$ cat src/hw/entry_stage_pkg.sv
// Constants for the address table entry write staging block
package entry_stage_pkg;
   // Register indices; byte address is index shifted by ADDR_SHIFT
   localparam logic [15:0] IDX_COMMAND   = 16'h1800;
   localparam logic [15:0] IDX_ADDR_LOW  = 16'h1801;
   localparam logic [15:0] IDX_ADDR_HIGH = 16'h1802;
   localparam int          ADDR_SHIFT    = 2;
   // Reset values
   localparam logic [31:0] RST_ADDR_LOW  = 32'h0000_0000;
   localparam logic [31:0] RST_ADDR_HIGH = 32'h0000_0000;
   // Command register field
   localparam int          CMD_MAKE_BIT  = 2;
   // Second staging word fields
   localparam int          F_VALID       = 26;
   localparam int          F_AGE1_OVR    = 25;
   localparam int          F_STATIC      = 24;
   localparam int          F_AGE0_FILT   = 23;
   localparam int          F_PRIO_EN     = 22;
   localparam int          F_PRIO_LSB    = 19;
   localparam int          F_PORT_LSB    = 16;
   localparam int          F_PORT_MULTI  = 18;
   localparam logic [31:0] HIGH_WMASK    = 32'h07FF_FFFF;
   // Destination port codes
   localparam logic [2:0]  PORT_0        = 3'h0;
   localparam logic [2:0]  PORT_1        = 3'h1;
   localparam logic [2:0]  PORT_2        = 3'h2;
   localparam logic [2:0]  PORT_RSVD     = 3'h3;
   localparam logic [2:0]  PORT_01       = 3'h4;
   localparam logic [2:0]  PORT_02       = 3'h5;
   localparam logic [2:0]  PORT_12       = 3'h6;
   localparam logic [2:0]  PORT_ALL      = 3'h7;
   // Commit handshake states, Gray ordered
   typedef enum logic [0:0] {
      CMT_IDLE = 1'b0,
      CMT_BUSY = 1'b1
   } commit_state_t;
endpackage

$ cat src/hw/entry_attr_if.sv
// Carrier between the staging bank and its attribute decoder
`timescale 1ns/1ns
`default_nettype none
interface entry_attr_if;
   logic [31:0] attrs;       // Committed second staging word
   logic        da_top_prio; // Global destination priority enable
   logic        is_static;
   logic        ages;
   logic [1:0]  age_timer;
   logic        override;
   logic        filter;
   logic        prio_use;
   logic [2:0]  prio;
   logic [2:0]  port_mask;
   logic        port_rsvd;
   modport src (output attrs, output da_top_prio,
                input is_static, input ages, input age_timer,
                input override, input filter, input prio_use,
                input prio, input port_mask, input port_rsvd);
   modport dec (input attrs, input da_top_prio,
                output is_static, output ages, output age_timer,
                output override, output filter, output prio_use,
                output prio, output port_mask, output port_rsvd);
endinterface
`default_nettype wire

$ cat src/hw/entry_attr_decode.sv
// Decoder of entry attribute bits into table-side meanings
`timescale 1ns/1ns
`default_nettype none
module entry_attr_decode
   import entry_stage_pkg::*;
#(
   parameter int NUM_PORTS = 3
) (
   // Attribute carrier
   entry_attr_if.dec ea
);
   initial begin
      if (NUM_PORTS != 3) begin
         $error("entry_attr_decode serves exactly three ports");
      end
   end

   logic [2:0] code;
   assign code = ea.attrs[F_PORT_LSB +: 3];

   // Static and aging meanings share bits 25 and 23
   always_comb begin
      ea.is_static = ea.attrs[F_STATIC];
      ea.ages      = ~ea.attrs[F_STATIC];
      ea.age_timer = ea.attrs[F_STATIC] ? 2'h0 :
                     {ea.attrs[F_AGE1_OVR], ea.attrs[F_AGE0_FILT]};
      ea.override  = ea.attrs[F_STATIC] & ea.attrs[F_AGE1_OVR];
      ea.filter    = ea.attrs[F_STATIC] & ea.attrs[F_AGE0_FILT];
   end

   // Priority applies only with both the entry and global enables
   always_comb begin
      ea.prio_use = ea.attrs[F_PRIO_EN] & ea.da_top_prio;
      ea.prio     = ea.prio_use ? ea.attrs[F_PRIO_LSB +: 3] : 3'h0;
   end

   // Port code to mask; bit 18 selects the multi-port half
   always_comb begin
      ea.port_rsvd = 1'b0;
      case (code)
         PORT_0:    ea.port_mask = 3'h1;
         PORT_1:    ea.port_mask = 3'h2;
         PORT_2:    ea.port_mask = 3'h4;
         PORT_01:   ea.port_mask = 3'h3;
         PORT_02:   ea.port_mask = 3'h5;
         PORT_12:   ea.port_mask = 3'h6;
         PORT_ALL:  ea.port_mask = 3'h7;
         default: begin
            // Reserved code forwards nowhere rather than guessing
            ea.port_mask = 3'h0;
            ea.port_rsvd = 1'b1;
         end
      endcase
   end
endmodule // entry_attr_decode
`default_nettype wire

$ cat src/hw/entry_write_stage.sv
// APB staging registers and make-entry commit for the address table
`timescale 1ns/1ns
`default_nettype none
// Functional notes
// - First word holds the first 32 address bits, reset zero, bit 0 multicast
// - Second word bits 15:0 hold the last 16 address bits, reset zero
// - Bit 26 marks entry valid; cleared it invalidates a matching entry
// - Static bit 24 stops aging removal and learning changes
// - Non-static entries age out after 5 to 10 idle minutes
// - Non-static: bits 25 and 23 form the two-bit aging timer
// - Static with bit 25: forward regardless of port state except disabled
// - Static with bit 23: discard packets to this address
// - Bit 22 enables the priority field; clear means ignored
// - Priority 21:19 used only with entry and global enables both set
// - Bits 18:16 encode single ports, port pairs or all ports
// - Make command copies both words into the table
module entry_write_stage
   import entry_stage_pkg::*;
#(
   parameter int ADDR_W = 16
) (
   // Clock and reset
   input  wire logic              pclk,
   input  wire logic              presetn,
   // APB slave
   input  wire logic              psel,
   input  wire logic              penable,
   input  wire logic              pwrite,
   input  wire logic [ADDR_W-1:0] paddr,
   input  wire logic [31:0]       pwdata,
   output logic      [31:0]       prdata,
   output logic                   pready,
   output logic                   pslverr,
   // Global setting from the ingress configuration
   input  wire logic              da_top_prio,
   // Table commit handshake
   output logic                   commit_req,
   input  wire logic              commit_ack,
   // Committed entry towards the table
   output logic      [47:0]       entry_mac,
   output logic                   entry_valid,
   output logic                   entry_static,
   output logic                   entry_ages,
   output logic      [1:0]        entry_age_timer,
   output logic                   entry_override,
   output logic                   entry_filter,
   output logic                   entry_prio_use,
   output logic      [2:0]        entry_prio,
   output logic      [2:0]        entry_port_mask,
   output logic                   entry_port_rsvd
);
   // Refuse bus widths that cannot reach the top register index;
   // a narrower compare would alias the staging words silently
   initial begin
      if (ADDR_W < 15 || ADDR_W > 32) begin
         $error("entry_write_stage needs ADDR_W from 15 to 32");
      end
      if (ADDR_SHIFT != 2) begin
         $error("entry_write_stage expects one word per four bytes");
      end
      if (HIGH_WMASK[31:27] != 5'h00) begin
         $error("entry_write_stage must mask bits 31 to 27");
      end
   end

   // Carrier and decoder; the decoder sees the snapshot and the live global enable
   entry_attr_if ea ();

   entry_attr_decode #(
      .NUM_PORTS (3)
   ) u_decode (
      .ea (ea)
   );

   // Word index from byte address; low two bits are ignored,
   // so an unaligned address reaches the word that holds it
   logic [ADDR_W-1:0] word_idx;
   logic              hit_cmd;
   logic              hit_low;
   logic              hit_high;
   logic              hit_any;
   logic              setup;
   logic              wr_en;
   assign word_idx = paddr >> ADDR_SHIFT;
   assign hit_cmd  = (word_idx == ADDR_W'(IDX_COMMAND));
   assign hit_low  = (word_idx == ADDR_W'(IDX_ADDR_LOW));
   assign hit_high = (word_idx == ADDR_W'(IDX_ADDR_HIGH));
   assign hit_any  = hit_cmd | hit_low | hit_high;
   assign setup    = psel & ~penable;
   assign wr_en    = psel & penable & pwrite;

   // Staging words and commit state
   logic [31:0]   addr_low;
   logic [31:0]   addr_high;
   logic [31:0]   next_addr_low;
   logic [31:0]   next_addr_high;
   commit_state_t state;
   commit_state_t next_state;
   // Only bit 2 of a command write starts anything; others are ignored
   logic          make_wr;
   assign make_wr = wr_en & hit_cmd & pwdata[CMD_MAKE_BIT];

   // Next values of staging words; writes are allowed while busy
   // because the commit works from its own snapshot
   // Reserved bits are dropped here so no later reader sees them
   always_comb begin
      next_addr_low  = addr_low;
      next_addr_high = addr_high;
      if (wr_en && hit_low) begin
         next_addr_low = pwdata;
      end
      if (wr_en && hit_high) begin
         next_addr_high = pwdata & HIGH_WMASK;
      end
   end

   // Staging words clear to zero on reset
   always_ff @(posedge pclk or negedge presetn) begin
      if (!presetn) begin
         addr_low  <= RST_ADDR_LOW;
         addr_high <= RST_ADDR_HIGH;
      end else begin
         addr_low  <= next_addr_low;
         addr_high <= next_addr_high;
      end
   end

   // Commit handshake: make raises the request, the table's ack
   // drops it; a new make in the ack cycle wins over the clear,
   // so a late reprogram is never lost
   always_comb begin
      next_state = state;
      case (state)
         CMT_IDLE: begin
            if (make_wr) begin
               next_state = CMT_BUSY;
            end
         end
         CMT_BUSY: begin
            if (commit_ack && !make_wr) begin
               next_state = CMT_IDLE;
            end
         end
         default: next_state = CMT_IDLE;
      endcase
   end

   // Commit state register
   always_ff @(posedge pclk or negedge presetn) begin
      if (!presetn) begin
         state <= CMT_IDLE;
      end else begin
         state <= next_state;
      end
   end

   // Pending flag as software sees it at the command word;
   // it stays high until the table acknowledges the commit
   logic pending;
   assign pending = (state == CMT_BUSY);

   // Snapshot of the staged entry taken at the make command;
   // a staging write must finish before the make that uses it
   logic [47:0] snap_mac;
   logic [31:0] snap_attrs;
   logic [47:0] next_snap_mac;
   logic [31:0] next_snap_attrs;
   logic        take_snap;
   assign take_snap = make_wr;

   always_comb begin
      next_snap_mac   = snap_mac;
      next_snap_attrs = snap_attrs;
      if (take_snap) begin
         next_snap_mac   = {addr_high[15:0], addr_low};
         next_snap_attrs = addr_high;
      end
   end

   // Snapshot register
   always_ff @(posedge pclk or negedge presetn) begin
      if (!presetn) begin
         snap_mac   <= 48'h0000_0000_0000;
         snap_attrs <= 32'h0000_0000;
      end else begin
         snap_mac   <= next_snap_mac;
         snap_attrs <= next_snap_attrs;
      end
   end

   // The decoder sees the snapshot and the live global enable
   assign ea.attrs       = snap_attrs;
   assign ea.da_top_prio = da_top_prio;

   // Next values of the entry outputs; decoded meaning follows the
   // snapshot, so reprogramming a staging word never disturbs a
   // commit that the table has not yet acknowledged; the global
   // priority enable is the one live input and acts a cycle later
   logic        next_commit_req;
   logic [47:0] next_entry_mac;
   logic        next_entry_valid;
   logic        next_entry_static;
   logic        next_entry_ages;
   logic [1:0]  next_entry_age_timer;
   logic        next_entry_override;
   logic        next_entry_filter;
   logic        next_entry_prio_use;
   logic [2:0]  next_entry_prio;
   logic [2:0]  next_entry_port_mask;
   logic        next_entry_port_rsvd;
   always_comb begin
      next_commit_req      = (next_state == CMT_BUSY);
      next_entry_mac       = snap_mac;
      next_entry_valid     = snap_attrs[F_VALID];
      next_entry_static    = ea.is_static;
      next_entry_ages      = ea.ages;
      next_entry_age_timer = ea.age_timer;
      next_entry_override  = ea.override;
      next_entry_filter    = ea.filter;
      next_entry_prio_use  = ea.prio_use;
      next_entry_prio      = ea.prio;
      next_entry_port_mask = ea.port_mask;
      next_entry_port_rsvd = ea.port_rsvd;
   end

   // Entry outputs come straight from flops towards the table
   always_ff @(posedge pclk or negedge presetn) begin
      if (!presetn) begin
         commit_req      <= 1'b0;
         entry_mac       <= 48'h0000_0000_0000;
         entry_valid     <= 1'b0;
         entry_static    <= 1'b0;
         entry_ages      <= 1'b0;
         entry_age_timer <= 2'h0;
         entry_override  <= 1'b0;
         entry_filter    <= 1'b0;
         entry_prio_use  <= 1'b0;
         entry_prio      <= 3'h0;
         entry_port_mask <= 3'h0;
         entry_port_rsvd <= 1'b0;
      end else begin
         commit_req      <= next_commit_req;
         entry_mac       <= next_entry_mac;
         entry_valid     <= next_entry_valid;
         entry_static    <= next_entry_static;
         entry_ages      <= next_entry_ages;
         entry_age_timer <= next_entry_age_timer;
         entry_override  <= next_entry_override;
         entry_filter    <= next_entry_filter;
         entry_prio_use  <= next_entry_prio_use;
         entry_prio      <= next_entry_prio;
         entry_port_mask <= next_entry_port_mask;
         entry_port_rsvd <= next_entry_port_rsvd;
      end
   end

   // Word seen at the current address; unmapped reads give zero
   // Reserved bits are masked again so nothing stale can leak
   logic [31:0] read_word;
   always_comb begin
      read_word = 32'h0000_0000;
      if (hit_cmd) begin
         read_word[CMD_MAKE_BIT] = pending;
      end else if (hit_low) begin
         read_word = addr_low;
      end else if (hit_high) begin
         read_word = addr_high & HIGH_WMASK;
      end
   end

   // Read data and error prepared in the setup cycle so that
   // the access phase finishes with no wait state; the price is
   // that a read returns the word as it stood at setup
   logic [31:0] next_prdata;
   logic        next_pslverr;
   logic        next_pready;
   always_comb begin
      next_prdata  = prdata;
      next_pslverr = pslverr;
      next_pready  = 1'b1;
      if (setup) begin
         next_pslverr = ~hit_any;
         next_prdata  = read_word;
      end
   end

   // Bus response registers; ready stays high once out of reset
   always_ff @(posedge pclk or negedge presetn) begin
      if (!presetn) begin
         prdata  <= 32'h0000_0000;
         pslverr <= 1'b0;
         pready  <= 1'b0;
      end else begin
         prdata  <= next_prdata;
         pslverr <= next_pslverr;
         pready  <= next_pready;
      end
   end
endmodule // entry_write_stage
`default_nettype wire

$ cat config.mk
export PLATFORM = sky130hd
export DESIGN_NAME = entry_write_stage
export DESIGN_NICKNAME = d
export VERILOG_FILES = /design/src/hw/entry_stage_pkg.sv /design/src/hw/entry_attr_if.sv /design/src/hw/entry_attr_decode.sv /design/src/hw/entry_write_stage.sv
export SDC_FILE = /design/constraint.sdc
export NUM_CORES = 1
export LEC_CHECK = 0
export ABC_AREA = 1
export BUFFER_PORTS_ARGS = -buffer_cell sky130_fd_sc_hd__buf_4
export CAP_MARGIN = 10
export CORE_ASPECT_RATIO = 1.5
export CORE_MARGIN = 2
export CORE_UTILIZATION = 59
export CTS_CLUSTER_DIAMETER = 150
export DETAILED_ROUTE_END_ITERATION = 12
export PLACE_DENSITY = 0.84
export SYNTH_ARGS = -nofsm -noshare
export SYNTH_HDL_FRONTEND = slang
export SYNTH_SLANG_ARGS = --single-unit
$ cat constraint.sdc
create_clock -name pclk -period 2.25 [get_ports pclk]
set_clock_uncertainty 0.15 [all_clocks]
set_input_delay 0 -clock pclk [delete_from_list [all_inputs] [get_ports pclk]]
set_output_delay 0 -clock pclk [all_outputs]
set_load 0.05 [all_outputs]
; ---- Yosys cells after proc, flatten, opt, wreduce, memory -nomap -nowiden
; Cells that the tools add are included.
[op_classes]
eq_ne = 9
n_mux = 12
bitwise_logic = 14
n_reduce_logical = 6
[ops]
columns = cell, n
row1 = 14-bit by 13-bit == test with 1-bit output (second input constant), 3
row2 = 32-bit 2-to-1 mux, 1
row3 = 29-bit 2-to-1 mux, 1
row4 = 27-bit 2-to-1 mux, 1
row5 = 3-bit case mux with 7 select lines, 1
row6 = 3-bit == test (second input constant), 4
row7 = 1-bit bitwise AND, 8
row8 = 7-bit OR reduction, 1
row9 = 1-bit 2-to-1 mux, 4
row10 = 2-bit 2-to-1 mux, 2
row11 = 1-bit inverter, 4
row12 = 3-bit by 1-bit == test with 1-bit output (second input constant), 1
row13 = 3-bit by 2-bit == test with 1-bit output (second input constant), 1
row14 = 1-bit logical AND, 3
row15 = 3-bit logical NOT, 1
row16 = 3-bit 2-to-1 mux, 1
row17 = 1-bit OR, 2
row18 = 1-bit case mux with 2 select lines, 1
row19 = 1-bit logical NOT, 1
[word_totals]
regBits = 232
input_bits = 55
output_inout_bits = 98
elab_cells = 60

; ---- Longest topological paths before layout
[depth]
word_depth = 8
depth_mapped = 11
mapped_depth_nobuf = 9

; ---- Hierarchy
; A second synthesis with hierarchy kept.
[hier_totals]
cells_unflattened = 830
area_unflattened_um2 = 7930.1
[by_module_without_submodules]
columns = mod, instances, cells_per_inst, area_each_um2
row1 = entry_write_stage, 1, 800, 7810.0
row2 = entry_attr_decode, 1, 30, 120.1

; ---- Worst setup path before layout
; Ideal clock, no wire load.
[synth_timing]
path_kind = input-to-reg
startpoint = in paddr[9]
endpoint = reg addr_low[31]
arrival_time_ns = 0.944
t_required_ns = 1.984
slack_ns = 1.039
cell_stages = 10
path_buffers = 2
cell_sequence = nor2_1 -> nand2_2 -> nor2_2 -> nand2_4 -> clkinv_2 -> nand2_2 -> buf_6 -> buf_6 -> nand2_1 -> nand2_1
[synth_via]
elab_chain_cells = 2
[synth_rtl]
columns = element, line_no
row1 = "start, declared", entry_write_stage.sv:29  ; input wire logic [ADDR_W-1:0] paddr,
row2 = 14-bit by 13-bit == test with 1-bit output, entry_write_stage.sv:86  ; assign hit_low = (word_idx == ADDR_W'(IDX_ADDR_LOW));
row3 = 1-bit logical AND, entry_write_stage.sv:109  ; if (wr_en && hit_low) begin
row4 = "end signal, assigned", entry_write_stage.sv:123  ; addr_low <= next_addr_low;
row5 = "end, declared", entry_write_stage.sv:93  ; logic [31:0] addr_low;
; Every way passes these cells.
; A chain may end at the register's enable or synchronous reset.

; ---- Worst setup path after layout
[layout_timing]
startpoint = in paddr[12]
endpoint = reg prdata[3]
[layout_via]
elab_chain_cells = 4
word_cells_on_any_way = 6
cone_classes = 3 x eq/ne / 3 x mux
[layout_rtl]
columns = element, line_no
row1 = 14-bit by 13-bit == test with 1-bit output, entry_write_stage.sv:87  ; assign hit_high = (word_idx == ADDR_W'(IDX_ADDR_HIGH));
row2 = 27-bit 2-to-1 mux, entry_write_stage.sv:266  ; end else if (hit_high) begin
row3 = 32-bit 2-to-1 mux, entry_write_stage.sv:264  ; end else if (hit_low) begin
row4 = 29-bit 2-to-1 mux *, entry_write_stage.sv:262  ; if (hit_cmd) begin
row5 = "end signal, assigned", entry_write_stage.sv:294  ; prdata <= next_prdata;
row6 = "end, declared", entry_write_stage.sv:31  ; output logic [31:0] prdata,
; Every way passes the cells marked *; elsewhere a longest branch is shown, timed or not.

==> results.txt <==
Mean Syn Cell Area: 9.94 um2
Register-to-Register Path Depth: 5
RSZ-0062 raised after global routing: false
WHS Path Cells: 8
sequential share of power: 52.2%
MaxCap Viol Count: 0
vias in the first global route: 6671
DRT Wirelength: 20100 um
initial core utilization: 59.7%
via count: 6373
Ant. Diodes: 0
clock slew at reported path FFs: 0.07 ns
Setup Viol. Count Final: 0
final setup margin: 0.179 ns
sequential share of the synthesized area: 67.9%
Post-DP HPWL: 11600 um
DRT Pass-1 Iters: 5
vias per inst: 5.41
Static Leakage: 0.00548 uW
first-pass GRT wire length: 32500 um
switching power: 1600 uW
Tightest Pin Transition: 0.637 ns
Switching Share: 21.5%
Die Y-Extent: 146 um
1st-iter DRT viols: 324
Core ar.: 13300 um2
clock share of power: 43.4%
startpoint types: primary input
top cells by area, synth: dfrtp_1 (68%), nand2_1 (12%), o21ai_1 (5.2%), nand3_1 (4.3%), inv_1 (3.5%)
Clk Latency, worst-skew pair: 0.49 ns
DRC viols: 0
die width: 98.8 um
CTS root buf: clkbuf_16
crit end category: flip-flop
worst path arrival time: 2.34 ns
CP max stage delay: 0.76 ns
fin crit period: 2.07 ns
Place WS: 0.518 ns
CTS tree: yes
status: finished, final reports clean
max-slew violation count: 0
clk sink count: 216
PwrDens: 710 nW/um2
die area: 14500 um2
P&R area growth vs syn: 31.7%
Routed Antenna Nets: 0
Crit path top cell by count: nand2_1
share of cells above drive strength 1: 21.9%
largest net degree at the start of global routing: 61
Critical Path RT: 2.52 ns
Post-Syn Nets: 856
clk buf depth: 3
#FFs+latches synth: 216
Hold WC Path Type: primary input to flip-flop
Cell Chain, Critical Path: dlygate4sd3_1 -> buf_4 -> nor2_2 -> nand2_1 -> nor2_4 -> dlygate4sd3_1 -> nand3_1 -> o21ai_0 -> nand2_1 -> nand2_1
CP bufs+invs: 3
GPL Wtd Cong: 0.790
Crit. path cell count: 10
Placement Rows: 52
Yosys Warn Count: 0
post-route cell area: 10500 um2
Port Buf Inserts: 150
Top Ports: 153
Final Cycle Share: 92.1%
final net count: 1057
Post-Synthesis Cells: 801
Peak VDD IR: 0.613 mV
cell taking the most area after synthesis: dfrtp_1
slowest CP cell: dlygate4sd3_1
fmax: 483 MHz
Logic pwr share: 4.4%
Max FO, Critical Path: 6
P_int: 5850 uW
wire per inst: 17.1 um
setup TNS: 0 ns
share of the synthesized area in the top cell type: 67.9%
DP Area: 9310 um2
initial antenna violation count: 0
Hold Fails Final Rpt: 0
Rel. slew slack: 57.5%
Num CTS Buffers: 20
CP Class: primary input to flip-flop
H-tree depth: 1
Overall Global Routing Usage: 28.3%
Yosys cell types: 24
grt ovf: 0
CP top delay family: buffers and inverters
synthesized area: 7960 um2
## cell usage in the layout (no fill, tap or decap), types with 6 or more instances in the layout
cell and count:
buf_4 162, clkinv_2 6, nor2_1 13, inv_1 75, dlygate4sd3_1 52, o21ai_0 26
nand3_1 69, nand2_1 248, o21ai_1 83, dfrtp_1 216, clkbuf_16 21
## power groups by stage
stage,combinational (uW),clock [uW],sequential (uW)
finish,327,3230,3890
global route,356,3420,3880
CTS,327,3260,3890
detailed placement,256,0,3960
global placement,251,0,3960
floorplan,51.1,0,3970
## path summary, 6_finish.rpt
check | startpoint | end | slack, ns
setup / recovery | paddr[12] | prdata[3] | 0.18
hold / removal | paddr[5] | prdata[22] | 0.007
setup reg to reg | addr_low[2] | prdata[2] | 0.79
hold reg to reg | next_entry_mac[28] | entry_mac[28] | 0.22
max in group asynchronous | presetn | addr_high[14] | 1.10
min in group asynchronous | presetn | addr_high[2] | 0.49
## repair_timing
| action | in CTS | in global routing |
|---|---|---|
| hold buffers | 54 | 0 |
| endpoints found under the hold margin | 314 | 0 |
| buffers inserted | 0 | 0 |
| setup endpoints to repair | 0 | 62 |
| resized for setup | 0 | 2 |
## layout make-up
| cell class | instances | area (um2) |
|---|---|---|
| clock buffer | 29 | 586 |
| timing repair buffer | 221 | 1860 |
| inverter | 78 | 294 |
| clock inverter | 7 | 41.3 |
| multi-input combinational | 465 | 2090 |
| tap | 162 | 203 |
| sequential | 216 | 5410 |
| fill | 814 | 2850 |
## logic make-up (layout without fill, tap and decap cells)
logic type	after synthesis	count (layout)	synth area share, %
AND/OR/NAND/NOR	344	344	17.9
buffers and inverters	120	335	6.27
flip-flops	216	216	67.9
other	1	1	0.0471
AO/OA/AOI/OAI	120	120	7.91
## worst register-to-register path, stage by stage, from the launching register on
cell and delay (ns):
dfrtp_1 0.41, nand3_1 0.08, dlygate4sd3_1 0.54, nand3_1 0.06, nand2_1 0.06, nand2_1 0.05
## sequential cells by signal, summed over array words and instances (netlist names), 2 cells and up
register,count
prdata,32
entry_port_mask,3
addr_high,27
next_entry_mac,47
ea.attrs,12
entry_prio,3
addr_low,32
entry_mac,48
entry_age_timer,2
## metrics by stage
step	hold WS (ns)	cells	utilization [%]	power [uW]
floorplan	-0.446	801	-	4020
global placement	-0.229	1089	69.8	4210
detailed placement	-0.227	1089	69.8	4220
CTS	0.00191	1179	78.6	7480
global route	0.0394	1178	78.6	7660
finish	0.00712	1178	78.6	7450
## metal layers
| layer | track usage, % | part of all wire (%) | up-vias |
|---|---|---|---|
| met2 | 51.0 | 55 | 247 |
| met4 | 12.9 | 3.6 | 0 |
| met5 | 0 | 0 | - |
| met3 | 4.02 | 5.4 | 62 |
| met1 | 33.1 | 36 | 3138 |
| li1 | - | - | 2926 |
## synthesized netlist by cell type
library cell,n
nand2_1,249
dfrtp_1,216
o21ai_1,83
inv_1,75
nand3_1,69
o21ai_0,26
clkbuf_1,19
nor2_1,15
buf_2,14
nor2_2,5
o21ai_2,5
buf_4,4
o31ai_1,4
buf_1,3
a21oi_1,2
buf_6,2
inv_2,2
nand2_2,2
clkinv_2,1
conb_1,1
nand2_4,1
nand3_2,1
nor2_4,1
nor3_2,1
Power figures use the tool's default switching activity.
